**src/inc/rsss_pkg.sv**
```systemverilog
package rsss_pkg;

  // ----------------------------------------------------------------
  // Scan setup and wiring encodings
  // ----------------------------------------------------------------
  typedef enum logic [1:0] {
    RSSS_SETUP_NONE = 2'h0,
    RSSS_SETUP_VOLTAGE_SETUP = 2'h1,
    RSSS_SETUP_TWO_OHM = 2'h2,
    RSSS_SETUP_FOUR_OHM = 2'h3
  } rsss_setup_e;

  typedef enum logic [1:0] {
    RSSS_WIRE_ONE = 2'h0,
    RSSS_WIRE_TWO = 2'h1,
    RSSS_WIRE_THREE = 2'h2,
    RSSS_WIRE_FOUR = 2'h3
  } rsss_wire_e;

  // ----------------------------------------------------------------
  // Query tokens
  // ----------------------------------------------------------------
  localparam logic [2:0] TOK_NONE = 3'h0;
  localparam logic [2:0] TOK_VOLTAGE_SETUP = 3'h1;
  localparam logic [2:0] TOK_TWO_OHM = 3'h2;
  localparam logic [2:0] TOK_FOUR_OHM = 3'h3;
  localparam logic [2:0] TOK_ANALOG_BUS = 3'h4;

  // ----------------------------------------------------------------
  // Control relay indices (relay 099n is bit n)
  // ----------------------------------------------------------------
  localparam int RELAY_W = 7;
  localparam int RLY_HI_SEL = 0;
  localparam int RLY_CABLE = 1;
  localparam int RLY_LOWER_BUS = 2;
  localparam int RLY_UPPER_BUS = 3;
  localparam int RLY_BUS_TIE = 4;
  localparam int RLY_COM_TIE = 5;
  localparam int RLY_GUARD = 6;

  // ----------------------------------------------------------------
  // Channel address and status layout
  // ----------------------------------------------------------------
  localparam int BANK_W = 3;
  localparam int BANK_UPPER_BIT = 2;
  localparam int STAT_W = 16;
  localparam int SCAN_DONE_BIT = 8;
  localparam logic [15:0] STAT_ZERO = 16'h0000;
  localparam logic [15:0] SCAN_DONE_WEIGHT = 16'h0100;
  localparam int STB_W = 8;
  localparam int STB_QUE = 3;
  localparam int STB_MAV = 4;
  localparam int STB_ESB = 5;
  localparam int STB_RQS = 6;
  localparam int STB_OPR = 7;

endpackage

```
**src/hw/rsss_relay_map.sv**
```systemverilog
`timescale 1ns/1ps
`default_nettype none

module rsss_relay_map (
  input wire logic scanning,
  input wire logic [1:0] setup,
  input wire logic [1:0] wire_cfg,
  input wire logic analog_bus_port,
  input wire logic [6:0] manual_relays,
  output logic [6:0] relays
);

  // ----------------------------------------------------------------
  // Scan-time relay pattern
  // ----------------------------------------------------------------
  always_comb begin
    relays = manual_relays;
    if (scanning) begin
      relays = '0;
      if (analog_bus_port) begin
        relays[rsss_pkg::RLY_LOWER_BUS] = 1'b1;
        relays[rsss_pkg::RLY_UPPER_BUS] = 1'b1;
        if (setup == rsss_pkg::RSSS_SETUP_TWO_OHM) begin
          relays[rsss_pkg::RLY_BUS_TIE] = 1'b1;
        end
        // Guard stays apart in four-wire ohms with four-wire config so the paired sense leads float.
        if (!(setup == rsss_pkg::RSSS_SETUP_FOUR_OHM &&
              wire_cfg == rsss_pkg::RSSS_WIRE_FOUR)) begin
          relays[rsss_pkg::RLY_GUARD] = 1'b1;
        end
      end
    end
  end

endmodule

`default_nettype wire

```
**src/hw/rsss_top.sv**
```systemverilog
// Functional notes
// - Hold one of four scan measurement setups.
// - No scan setup allowed in one-wire config.
// - None or volts prepares voltage measurement.
// - Two-wire ohms closes 0994 with bus port.
// - Four-wire ohms lists banks 0-3 only, pairs.
// - Four-wire ohms errors on upper bank channels.
// - Setup query returns one of four tokens.
// - Bus port option gates 0992/0993/0996 in scans.
// - Bus port affects relays only while scanning.
// - Port query returns none or analog bus.
// - Four-wire ohms in four-wire config bus scan closes 0992/0993 only.
// - Status byte flags at bits 7 to 3.
// - Enable mask 256 passes only bit 8.
// - Scan completion sets event bit 8 only.
// - Condition bit 8 never reads as set.
// - Status values are 16-bit binary weighted.
// - Event read returns contents then clears.
// - Abort leaves scan-complete flag at zero.
// - Start closes first channel; triggers advance.
`timescale 1ns/1ps
`default_nettype none

module rsss_top #(
  parameter int LIST_DEPTH = 64,
  parameter int IDX_W = 6
) (
  input wire logic clk_sys,
  input wire logic rst,
  input wire logic reset_cmd,
  input wire logic [1:0] wire_cfg,
  input wire logic setup_wr,
  input wire logic [1:0] setup_val,
  input wire logic port_wr,
  input wire logic port_val,
  input wire logic list_wr,
  input wire logic list_clear,
  input wire logic [2:0] list_bank,
  input wire logic [2:0] list_chan,
  input wire logic scan_start,
  input wire logic scan_trigger,
  input wire logic scan_abort,
  input wire logic [6:0] manual_relays,
  input wire logic enable_wr,
  input wire logic [15:0] enable_val,
  input wire logic event_rd,
  input wire logic cond_rd,
  input wire logic esb_in,
  input wire logic mav_in,
  input wire logic que_in,
  input wire logic rqs_in,
  output logic [2:0] setup_token,
  output logic [2:0] port_token,
  output logic [1:0] setup_state,
  output logic port_state,
  output logic setup_err,
  output logic list_err,
  output logic scanning,
  output logic [2:0] active_bank,
  output logic [2:0] active_chan,
  output logic active_pair,
  output logic [6:0] relays,
  output logic [15:0] event_data,
  output logic [15:0] cond_data,
  output logic [15:0] enable_data,
  output logic [7:0] status_byte
);

  // ----------------------------------------------------------------
  // Helpers
  // ----------------------------------------------------------------
  function automatic logic upper_bank(input logic [2:0] bank);
    upper_bank = bank[rsss_pkg::BANK_UPPER_BIT];
  endfunction

  function automatic logic [2:0] setup_tok(input logic [1:0] s);
    case (s)
      rsss_pkg::RSSS_SETUP_VOLTAGE_SETUP: setup_tok = rsss_pkg::TOK_VOLTAGE_SETUP;
      rsss_pkg::RSSS_SETUP_TWO_OHM: setup_tok = rsss_pkg::TOK_TWO_OHM;
      rsss_pkg::RSSS_SETUP_FOUR_OHM: setup_tok = rsss_pkg::TOK_FOUR_OHM;
      default: setup_tok = rsss_pkg::TOK_NONE;
    endcase
  endfunction

  // ----------------------------------------------------------------
  // Wiring input synchroniser
  // ----------------------------------------------------------------
  // Wiring comes from the card jumper logic and is treated as asynchronous.
  logic [1:0] wire_meta_ff;
  logic [1:0] wire_ff;
  always_ff @(posedge clk_sys or posedge rst) begin
    if (rst) begin
      wire_meta_ff <= rsss_pkg::RSSS_WIRE_ONE;
      wire_ff <= rsss_pkg::RSSS_WIRE_ONE;
    end else begin
      wire_meta_ff <= wire_cfg;
      wire_ff <= wire_meta_ff;
    end
  end

  logic is_one_wire;
  logic is_four_ohm;
  assign is_one_wire = (wire_ff == rsss_pkg::RSSS_WIRE_ONE);
  assign is_four_ohm = (setup_state == rsss_pkg::RSSS_SETUP_FOUR_OHM);

  // ----------------------------------------------------------------
  // Scan setup and port option
  // ----------------------------------------------------------------
  // Setup writes are refused during a scan so the relay pattern cannot
  // change under a running measurement.
  always_ff @(posedge clk_sys or posedge rst) begin
    if (rst) begin
      setup_state <= rsss_pkg::RSSS_SETUP_NONE;
      port_state <= 1'b0;
    end else if (reset_cmd) begin
      setup_state <= rsss_pkg::RSSS_SETUP_NONE;
      port_state <= 1'b0;
    end else begin
      if (setup_wr && !scanning) begin
        // One-wire refuses every measurement setup.
        if (!is_one_wire || setup_val == rsss_pkg::RSSS_SETUP_NONE) begin
          setup_state <= setup_val;
        end
      end
      if (port_wr && !scanning) begin
        port_state <= port_val;
      end
    end
  end

  always_ff @(posedge clk_sys or posedge rst) begin
    if (rst) begin
      setup_err <= 1'b0;
    end else begin
      setup_err <= setup_wr && is_one_wire &&
                   setup_val != rsss_pkg::RSSS_SETUP_NONE;
    end
  end

  always_ff @(posedge clk_sys or posedge rst) begin
    if (rst) begin
      setup_token <= rsss_pkg::TOK_NONE;
      port_token <= rsss_pkg::TOK_NONE;
    end else begin
      setup_token <= setup_tok(setup_state);
      port_token <= port_state ? rsss_pkg::TOK_ANALOG_BUS : rsss_pkg::TOK_NONE;
    end
  end

  // ----------------------------------------------------------------
  // Scan list
  // ----------------------------------------------------------------
  // The list is checked as it is written, so setup must already be final.
  logic [5:0] list_mem [LIST_DEPTH];
  logic [IDX_W:0] list_len_ff;
  logic [IDX_W-1:0] idx_ff;
  logic list_ok;
  assign list_ok = !(is_four_ohm && upper_bank(list_bank));

  always_ff @(posedge clk_sys) begin
    if (list_wr && list_ok && !scanning && list_len_ff < LIST_DEPTH) begin
      list_mem[list_len_ff[IDX_W-1:0]] <= {list_bank, list_chan};
    end
  end

  always_ff @(posedge clk_sys or posedge rst) begin
    if (rst) begin
      list_len_ff <= '0;
    end else if (reset_cmd || list_clear) begin
      list_len_ff <= '0;
    end else if (list_wr && list_ok && !scanning && list_len_ff < LIST_DEPTH) begin
      list_len_ff <= list_len_ff + 1'b1;
    end
  end

  always_ff @(posedge clk_sys or posedge rst) begin
    if (rst) begin
      list_err <= 1'b0;
    end else begin
      list_err <= list_wr && !list_ok;
    end
  end

  // ----------------------------------------------------------------
  // Scan sequencing
  // ----------------------------------------------------------------
  logic scan_done;
  logic last_entry;
  assign last_entry = ({1'b0, idx_ff} + 1'b1) >= list_len_ff;
  assign scan_done = scanning && scan_trigger && !scan_abort && last_entry;

  always_ff @(posedge clk_sys or posedge rst) begin
    if (rst) begin
      scanning <= 1'b0;
      idx_ff <= '0;
    end else if (reset_cmd || scan_abort) begin
      scanning <= 1'b0;
      idx_ff <= '0;
    end else if (!scanning && scan_start && list_len_ff != '0) begin
      scanning <= 1'b1;
      idx_ff <= '0;
    end else if (scanning && scan_trigger) begin
      if (last_entry) begin
        scanning <= 1'b0;
        idx_ff <= '0;
      end else begin
        idx_ff <= idx_ff + 1'b1;
      end
    end
  end

  logic [5:0] cur_entry;
  assign cur_entry = list_mem[idx_ff];

  always_ff @(posedge clk_sys or posedge rst) begin
    if (rst) begin
      active_bank <= '0;
      active_chan <= '0;
      active_pair <= 1'b0;
    end else begin
      active_bank <= cur_entry[5:3];
      active_chan <= cur_entry[2:0];
      // Four-wire ohms closes the matching upper-bank channel too.
      active_pair <= scanning && is_four_ohm;
    end
  end

  // ----------------------------------------------------------------
  // Relay control
  // ----------------------------------------------------------------
  logic [6:0] relay_next;
  rsss_relay_map u_map (
    .scanning(scanning),
    .setup(setup_state),
    .wire_cfg(wire_ff),
    .analog_bus_port(port_state),
    .manual_relays(manual_relays),
    .relays(relay_next)
  );

  always_ff @(posedge clk_sys or posedge rst) begin
    if (rst) begin
      relays <= '0;
    end else begin
      relays <= relay_next;
    end
  end

  // ----------------------------------------------------------------
  // Operation status
  // ----------------------------------------------------------------
  logic [15:0] event_ff;
  logic [15:0] enable_ff;

  // A completion in the same cycle as the read survives the clear.
  always_ff @(posedge clk_sys or posedge rst) begin
    if (rst) begin
      event_ff <= rsss_pkg::STAT_ZERO;
    end else if (scan_done) begin
      event_ff <= rsss_pkg::SCAN_DONE_WEIGHT;
    end else if (event_rd) begin
      event_ff <= rsss_pkg::STAT_ZERO;
    end
  end

  always_ff @(posedge clk_sys or posedge rst) begin
    if (rst) begin
      enable_ff <= rsss_pkg::STAT_ZERO;
    end else if (enable_wr) begin
      enable_ff <= enable_val;
    end
  end

  always_ff @(posedge clk_sys or posedge rst) begin
    if (rst) begin
      event_data <= rsss_pkg::STAT_ZERO;
      cond_data <= rsss_pkg::STAT_ZERO;
      enable_data <= rsss_pkg::STAT_ZERO;
    end else begin
      if (event_rd) begin
        event_data <= event_ff;
      end
      if (cond_rd) begin
        cond_data <= rsss_pkg::STAT_ZERO;
      end
      enable_data <= enable_ff;
    end
  end

  always_ff @(posedge clk_sys or posedge rst) begin
    if (rst) begin
      status_byte <= '0;
    end else begin
      status_byte <= '0;
      status_byte[rsss_pkg::STB_OPR] <= |(event_ff & enable_ff);
      status_byte[rsss_pkg::STB_RQS] <= rqs_in;
      status_byte[rsss_pkg::STB_ESB] <= esb_in;
      status_byte[rsss_pkg::STB_MAV] <= mav_in;
      status_byte[rsss_pkg::STB_QUE] <= que_in;
    end
  end

endmodule

`default_nettype wire

```
**config.mk**
```make
export PLATFORM = sky130hd
export DESIGN_NAME = rsss_top
export DESIGN_NICKNAME = d
export VERILOG_FILES = /design/src/inc/rsss_pkg.sv /design/src/hw/rsss_relay_map.sv /design/src/hw/rsss_top.sv
export SDC_FILE = /design/constraint.sdc
export NUM_CORES = 1
export LEC_CHECK = 0
export ABC_AREA = 1
export BUFFER_PORTS_ARGS = -buffer_cell sky130_fd_sc_hd__buf_2
export CAP_MARGIN = 20
export CORE_ASPECT_RATIO = 0.6
export CORE_MARGIN = 8
export CORE_UTILIZATION = 30
export DETAILED_ROUTE_END_ITERATION = 12
export GPL_ROUTABILITY_DRIVEN = 0
export MAX_ROUTING_LAYER = met4
export PLACE_DENSITY = 0.5
export REMOVE_ABC_BUFFERS = 1
export SYNTH_ARGS = -nofsm -noshare
export SYNTH_HDL_FRONTEND = slang
export SYNTH_SLANG_ARGS = --single-unit
```
**constraint.sdc**
```tcl
create_clock -name clk_sys -period 5.75 [get_ports clk_sys]
set_clock_uncertainty 0.15 [all_clocks]
set_input_delay 0.575 -clock clk_sys [delete_from_list [all_inputs] [get_ports clk_sys]]
set_output_delay 0.575 -clock clk_sys [all_outputs]
set_load 0.005 [all_outputs]
```
# Yosys cells after proc, flatten, opt, wreduce, memory -nomap -nowiden
# Memory sizes are Yosys's and may differ from the RTL's. A register that Yosys moved wholly into a read port is not among the register bits.
# Index checks and enable logic that the tools add are counted.
totals:
  rom_bits: 0
  in_bits: 51
  latchBits: 0
  regBits: 106
  elab_cells: 92
  memories: 1
  ram_bits: 384
  output_inout_bits: 82
mem_list:
  columns: ["memory", "words", "word_bits", "rd", "rd_clocked_by_memory_dff", "wr", "line_no", "source"]
  rows:
  - ["list_mem", 64, 6, 1, 1, 1, "rsss_top.sv:154", "logic [5:0] list_mem [LIST_DEPTH];"]
classes:
  div: 0
  n_eq_ne: 4
  bitwise: 1
  order_cmp: 2
  mul: 0
  n_shift: 0
  addsub: 3
  n_reduce_logical: 37
  mux: 26
op_table:
  columns: ["cell", "count"]
  rows:
  - ["$mux W16", 2]
  - ["$mux W6", 4]
  - ["$mux W7", 3]
  - ["$and A16 B16 Y16", 1]
  - ["$logic_and A1 B1 Y1", 16]
  - ["$reduce_or A16 Y1", 1]
  - ["$reduce_bool A2 Y1", 6]
  - ["$mux W1", 11]
  - ["$add A6 B1 Y7 const B", 1]
  - ["$add A7 B1 Y7 const B", 1]
  - ["$ge A7 B7 Y1", 1]
  - ["$lt A7 B7 Y1 const B", 1]
  - ["$reduce_bool A7 Y1", 1]
  - ["$add A6 B1 Y6 const B", 1]
  - ["$eq A2 B2 Y1 const B", 3]
  - ["$mux W2", 3]
  - ["$mux W3", 2]
  - ["$pmux W2 S3", 1]
  - ["$reduce_bool A3 Y1", 2]
  - ["$logic_not A1 Y1", 4]
  - ["$logic_not A2 Y1", 2]
  - ["$reduce_and A2 Y1", 2]
  - ["$logic_or A1 B1 Y1", 3]
  - ["$eq A2 B1 Y1 const B", 1]

# Longest topological paths before layout
logic_depth:
  depth_word: 8
  ltp_mapped: 14
  depth_no_buf: 13

# By module
# A second synthesis with hierarchy kept.
hier_totals:
  hier_cells: 1841
  hier_area_um2: 19895.3
by_module_without_submodules:
  columns: ["module", "seq_area_each_um2", "area_each_um2", "cells_per_inst", "instances"]
  rows:
  - ["rsss_top", 13508.0, 19807.7, 1819, 1]
  - ["rsss_relay_map", 0.0, 87.6, 22, 1]

# Worst setup path before layout
# No wires, ideal clock.
synth_path:
  path_kind: "input -> register"
  start: "input list_bank[2]"
  end: "memory list_mem[7][0] (enable)"
  setup_time_ps: 377
  path_stages: 7
  slack_ps: 3531
  n_path_buf: 0
  required_time_ps: 5223
  arrival_ps: 1692
  cell_sequence: "nand3_1 -> nand4_1 -> inv_2 -> nand2_2 -> inv_1 -> nand2_1 -> nor3_1"
synth_between:
  elab_chain_len: 7
synth_lines:
  columns: ["item", "line_no", "source"]
  rows:
  - ["start, declared", "rsss_top.sv:38", "input wire logic [2:0] list_bank,"]
  - ["$logic_and A1 B1 Y1", "rsss_top.sv:158", "assign list_ok = !(is_four_ohm && upper_bank(list_bank));"]
  - ["$logic_not A1 Y1", "rsss_top.sv:158", null]
  - ["$logic_and A1 B1 Y1 (3 in series)", "rsss_top.sv:161", "if (list_wr && list_ok && !scanning && list_len_ff < LIST_DEPTH) begin"]
  - ["$mux W1", "rsss_top.sv:161", null]
  - ["$mux W1 (not written as such)", "rsss_top.sv:162", "list_mem[list_len_ff[IDX_W-1:0]] <= {list_bank, list_chan};"]
  - ["end, declared", "rsss_top.sv:154", null]
# No other way between the ends.

==> results.ini <==
[outcome]
run_status=completed

[floorplan]
die-area_um2=75000
start_util=0.302
ios=133
die_w_um=348
row_count=73
fp.dieH_um=215
core_um2=65900

[power_and_ir_drop]
vdd_drop_max_v=0.000196
p_total_mw=6.80
p_leak_nw=9.08
powerDensity_nw_per_um2=301

[synthesis]
ys_seq_area_frac=0.679
synth-edff-count=384
synth_top_area_frac=0.580
yosys-top-cells-area=edfxtp_1 58%, dfrtp_1 9.9%, nand3_1 8.2%
ys_types=36
synthesis.area_per_instance_um2=10.8
yosysTopAreaCell=edfxtp_1
ys_warn_count=0
netlist_instances=1836
synth_area_um2=19900
ys_ff_latch=463
synth_ff_type=edfxtp_1
synth_common_cells=395 x nand2_1, 384 x edfxtp_1, 324 x nand3_1
synth.most_common_cell=nand2_1
synthArstFlopShare=0.171

[timing]
relSlewSlack=0.267
drv_slew=0
rsz0062_at_grt=false
tightest_slew_ns=1.10
final-hold-violation-count=0
setup_viol=0
fmax_mhz=270
fin_crit_sh=0.645
post-route-min-period_ns=3.71

[global_route]
grt_antenna_before_repair=4
grt_max_degree=206
grt_first_pass_wirelength_mm=79.1
track_usage=0.141
grt_pass1_vias=12400
globalRouteOverflowTotal=0

[drt]
final_antenna_net_count=0
wl_per_cell_um=18.5
vias=13000
drtIter0Drc=1486
drt-total-wl_mm=52.7
drc=0
drt_pass1_iterations=5
vias_per_cell=4.56

[clocking]
cts_resized=0
ctsHoldBuffers=6
cts_buffer_depth=3
post-cts-setup-buffers=0
cts_max_level=2
clk_latency_ns=0.57
root_buffer=clkbuf_16
clkTransAtPathRegs_ns=0.07
cts_buffers=43
tritoncts=built
cts.sinks=463

[worst_setup_path]
r2r-start=idx_ff[1]$_DFFE_PP0P_
path_cells=clkinv_2 -> buf_12 -> nor2_1 -> o21ai_0 -> nand3_1 -> nand3_1 -> nand3_1 -> nand3_1 -> nand2_1
critical_path_class=reg2reg
crit_family=buffers and inverters
cp.required_ns=6.10
crit_top_cell=nand3_1
startpoint=idx_ff[1]$_DFFE_PP0P_
slowest_stage=dfrtp_2
r2r_slack_ns=2.04
worst_setup_path_end_kind=flop
path_depth=9
critical_path_arrival_ns=4.05
rr_endpoint=active_bank[1]$_DFF_PP0_
max_stage_delay_ns=1.00
critical_path_buf_inv_count=2
crit_path_start_kind=flop
path_max_fanout=65
r2r_cells=9
crit_path_end=active_bank[1]$_DFF_PP0_

[placement]
placed_cell_area_um2=21100
dp_cells=2761
port_buffers=94
dpl.hpwl_mm=32.4

[cells_and_area]
drive_above_1_share=0.120
fin_area_um2=22600
fin_nets=1975
filler_cell_count=6593
antenna_cells=0
stdcell_count=2848
syn2layout_area_growth_pct=13.7

[worst_hold_path]
holdCritPathClass=in2reg

[run]
maxCapViolations=0

[tightest hold or removal path, stage by stage]
cell and delay (ns):
buf_2 0.07, nand2_1 0.04, nand2_1 0.05
[area by class of cell]
type / instances / area (um2) / share of cell area
Inverter: 274 / 1030 / 0.0457
Multi-Input combinational cell: 1011 / 4780 / 0.211
Timing Repair Buffer: 121 / 743 / 0.0329
Sequential cell: 463 / 13500 / 0.598
Clock inverter: 17 / 134 / 0.00592
Clock buffer: 62 / 1280 / 0.0567
Tap cell: 900 / 1130 / 0.0498
[worst min path at each step]
stage,from,to,cells past startpoint
5_1_grt,event_rd,event_data[8]$_DFFE_PP0P_,2
3_5_place_dp,wire_meta_ff[1]$_DFF_PP0_,wire_ff[1]$_DFF_PP0_,0
4_1_cts,manual_relays[3],relays[3]$_DFF_PP0_,3
3_3_place_gp,wire_meta_ff[0]$_DFF_PP0_,wire_ff[0]$_DFF_PP0_,0
6_report,manual_relays[3],relays[3]$_DFF_PP0_,3
2_1_floorplan,wire_meta_ff[0]$_DFF_PP0_,wire_ff[0]$_DFF_PP0_,0
[cell usage in the layout, fill, tap and decap left out, types with 9 or more instances in the layout]
| cell | n |
|---|---|
| o21ai_0 | 20 |
| nand4_1 | 10 |
| nor2_1 | 90 |
| clkbuf_1 | 9 |
| nand2_1 | 395 |
| inv_1 | 266 |
| clkinv_2 | 13 |
| mux2_2 | 16 |
| o211ai_1 | 31 |
| or2_0 | 20 |
| nand3_1 | 324 |
| buf_2 | 94 |
| a21oi_1 | 10 |
| buf_4 | 16 |
| conb_1 | 37 |
| ha_1 | 10 |
| edfxtp_1 | 384 |
| clkbuf_16 | 46 |
| dfrtp_1 | 76 |
| or2_2 | 22 |
[report_power, final]
group	switching (mW)	internal (mW)
Sequential	0.0207	3.67
Combinational	0.139	0.0624
Clock	1.26	1.64
Total	1.42	5.38
[layer usage]
layer  vias to the layer above  global-route usage  share of wire
li1                       6175                   -              -
met1                      6303               0.215           0.50
met2                       447               0.189           0.40
met3                        56              0.0382          0.090
met4                         0              0.0196          0.011
met5                         -                   -              0
[per-stage QoR]
step,setup WS (ns),hold WS [ns],util,setup TNS (ns)
finish,2.04,0.0524,0.343,0
global route,1.82,0.0335,0.343,0
CTS,2.25,0.0297,0.343,0
detailed placement,2.03,0.189,0.320,0
global placement,2.05,0.183,0.320,0
floorplan,-1.46,0.181,-,-10.02
[kinds of logic (layout without fill, tap and decap cells)]
| logic type | Yosys count | count (layout) | share of synthesized area |
|---|---|---|---|
| AOI/OAI and AO/OA | 65 | 65 | 0.0208 |
| xor gates and xnor gates | 3 | 3 | 0.00132 |
| adders and majority gates | 10 | 10 | 0.00629 |
| buffers and inverters | 398 | 474 | 0.0872 |
| DFF | 463 | 463 | 0.679 |
| muxes | 16 | 16 | 0.00906 |
| other | 1 | 37 | 0.000189 |
| and+or+nand+nor | 880 | 880 | 0.196 |
[registers in the layout, indices dropped and copies added (netlist names), 3 cells and up]
signal	cells
list_mem	384
enable_data	16
enable_ff	16
list_len_ff	7
relays	7
idx_ff	6
status_byte	5
active_bank	3
active_chan	3
(Power assumes the default switching activity.)
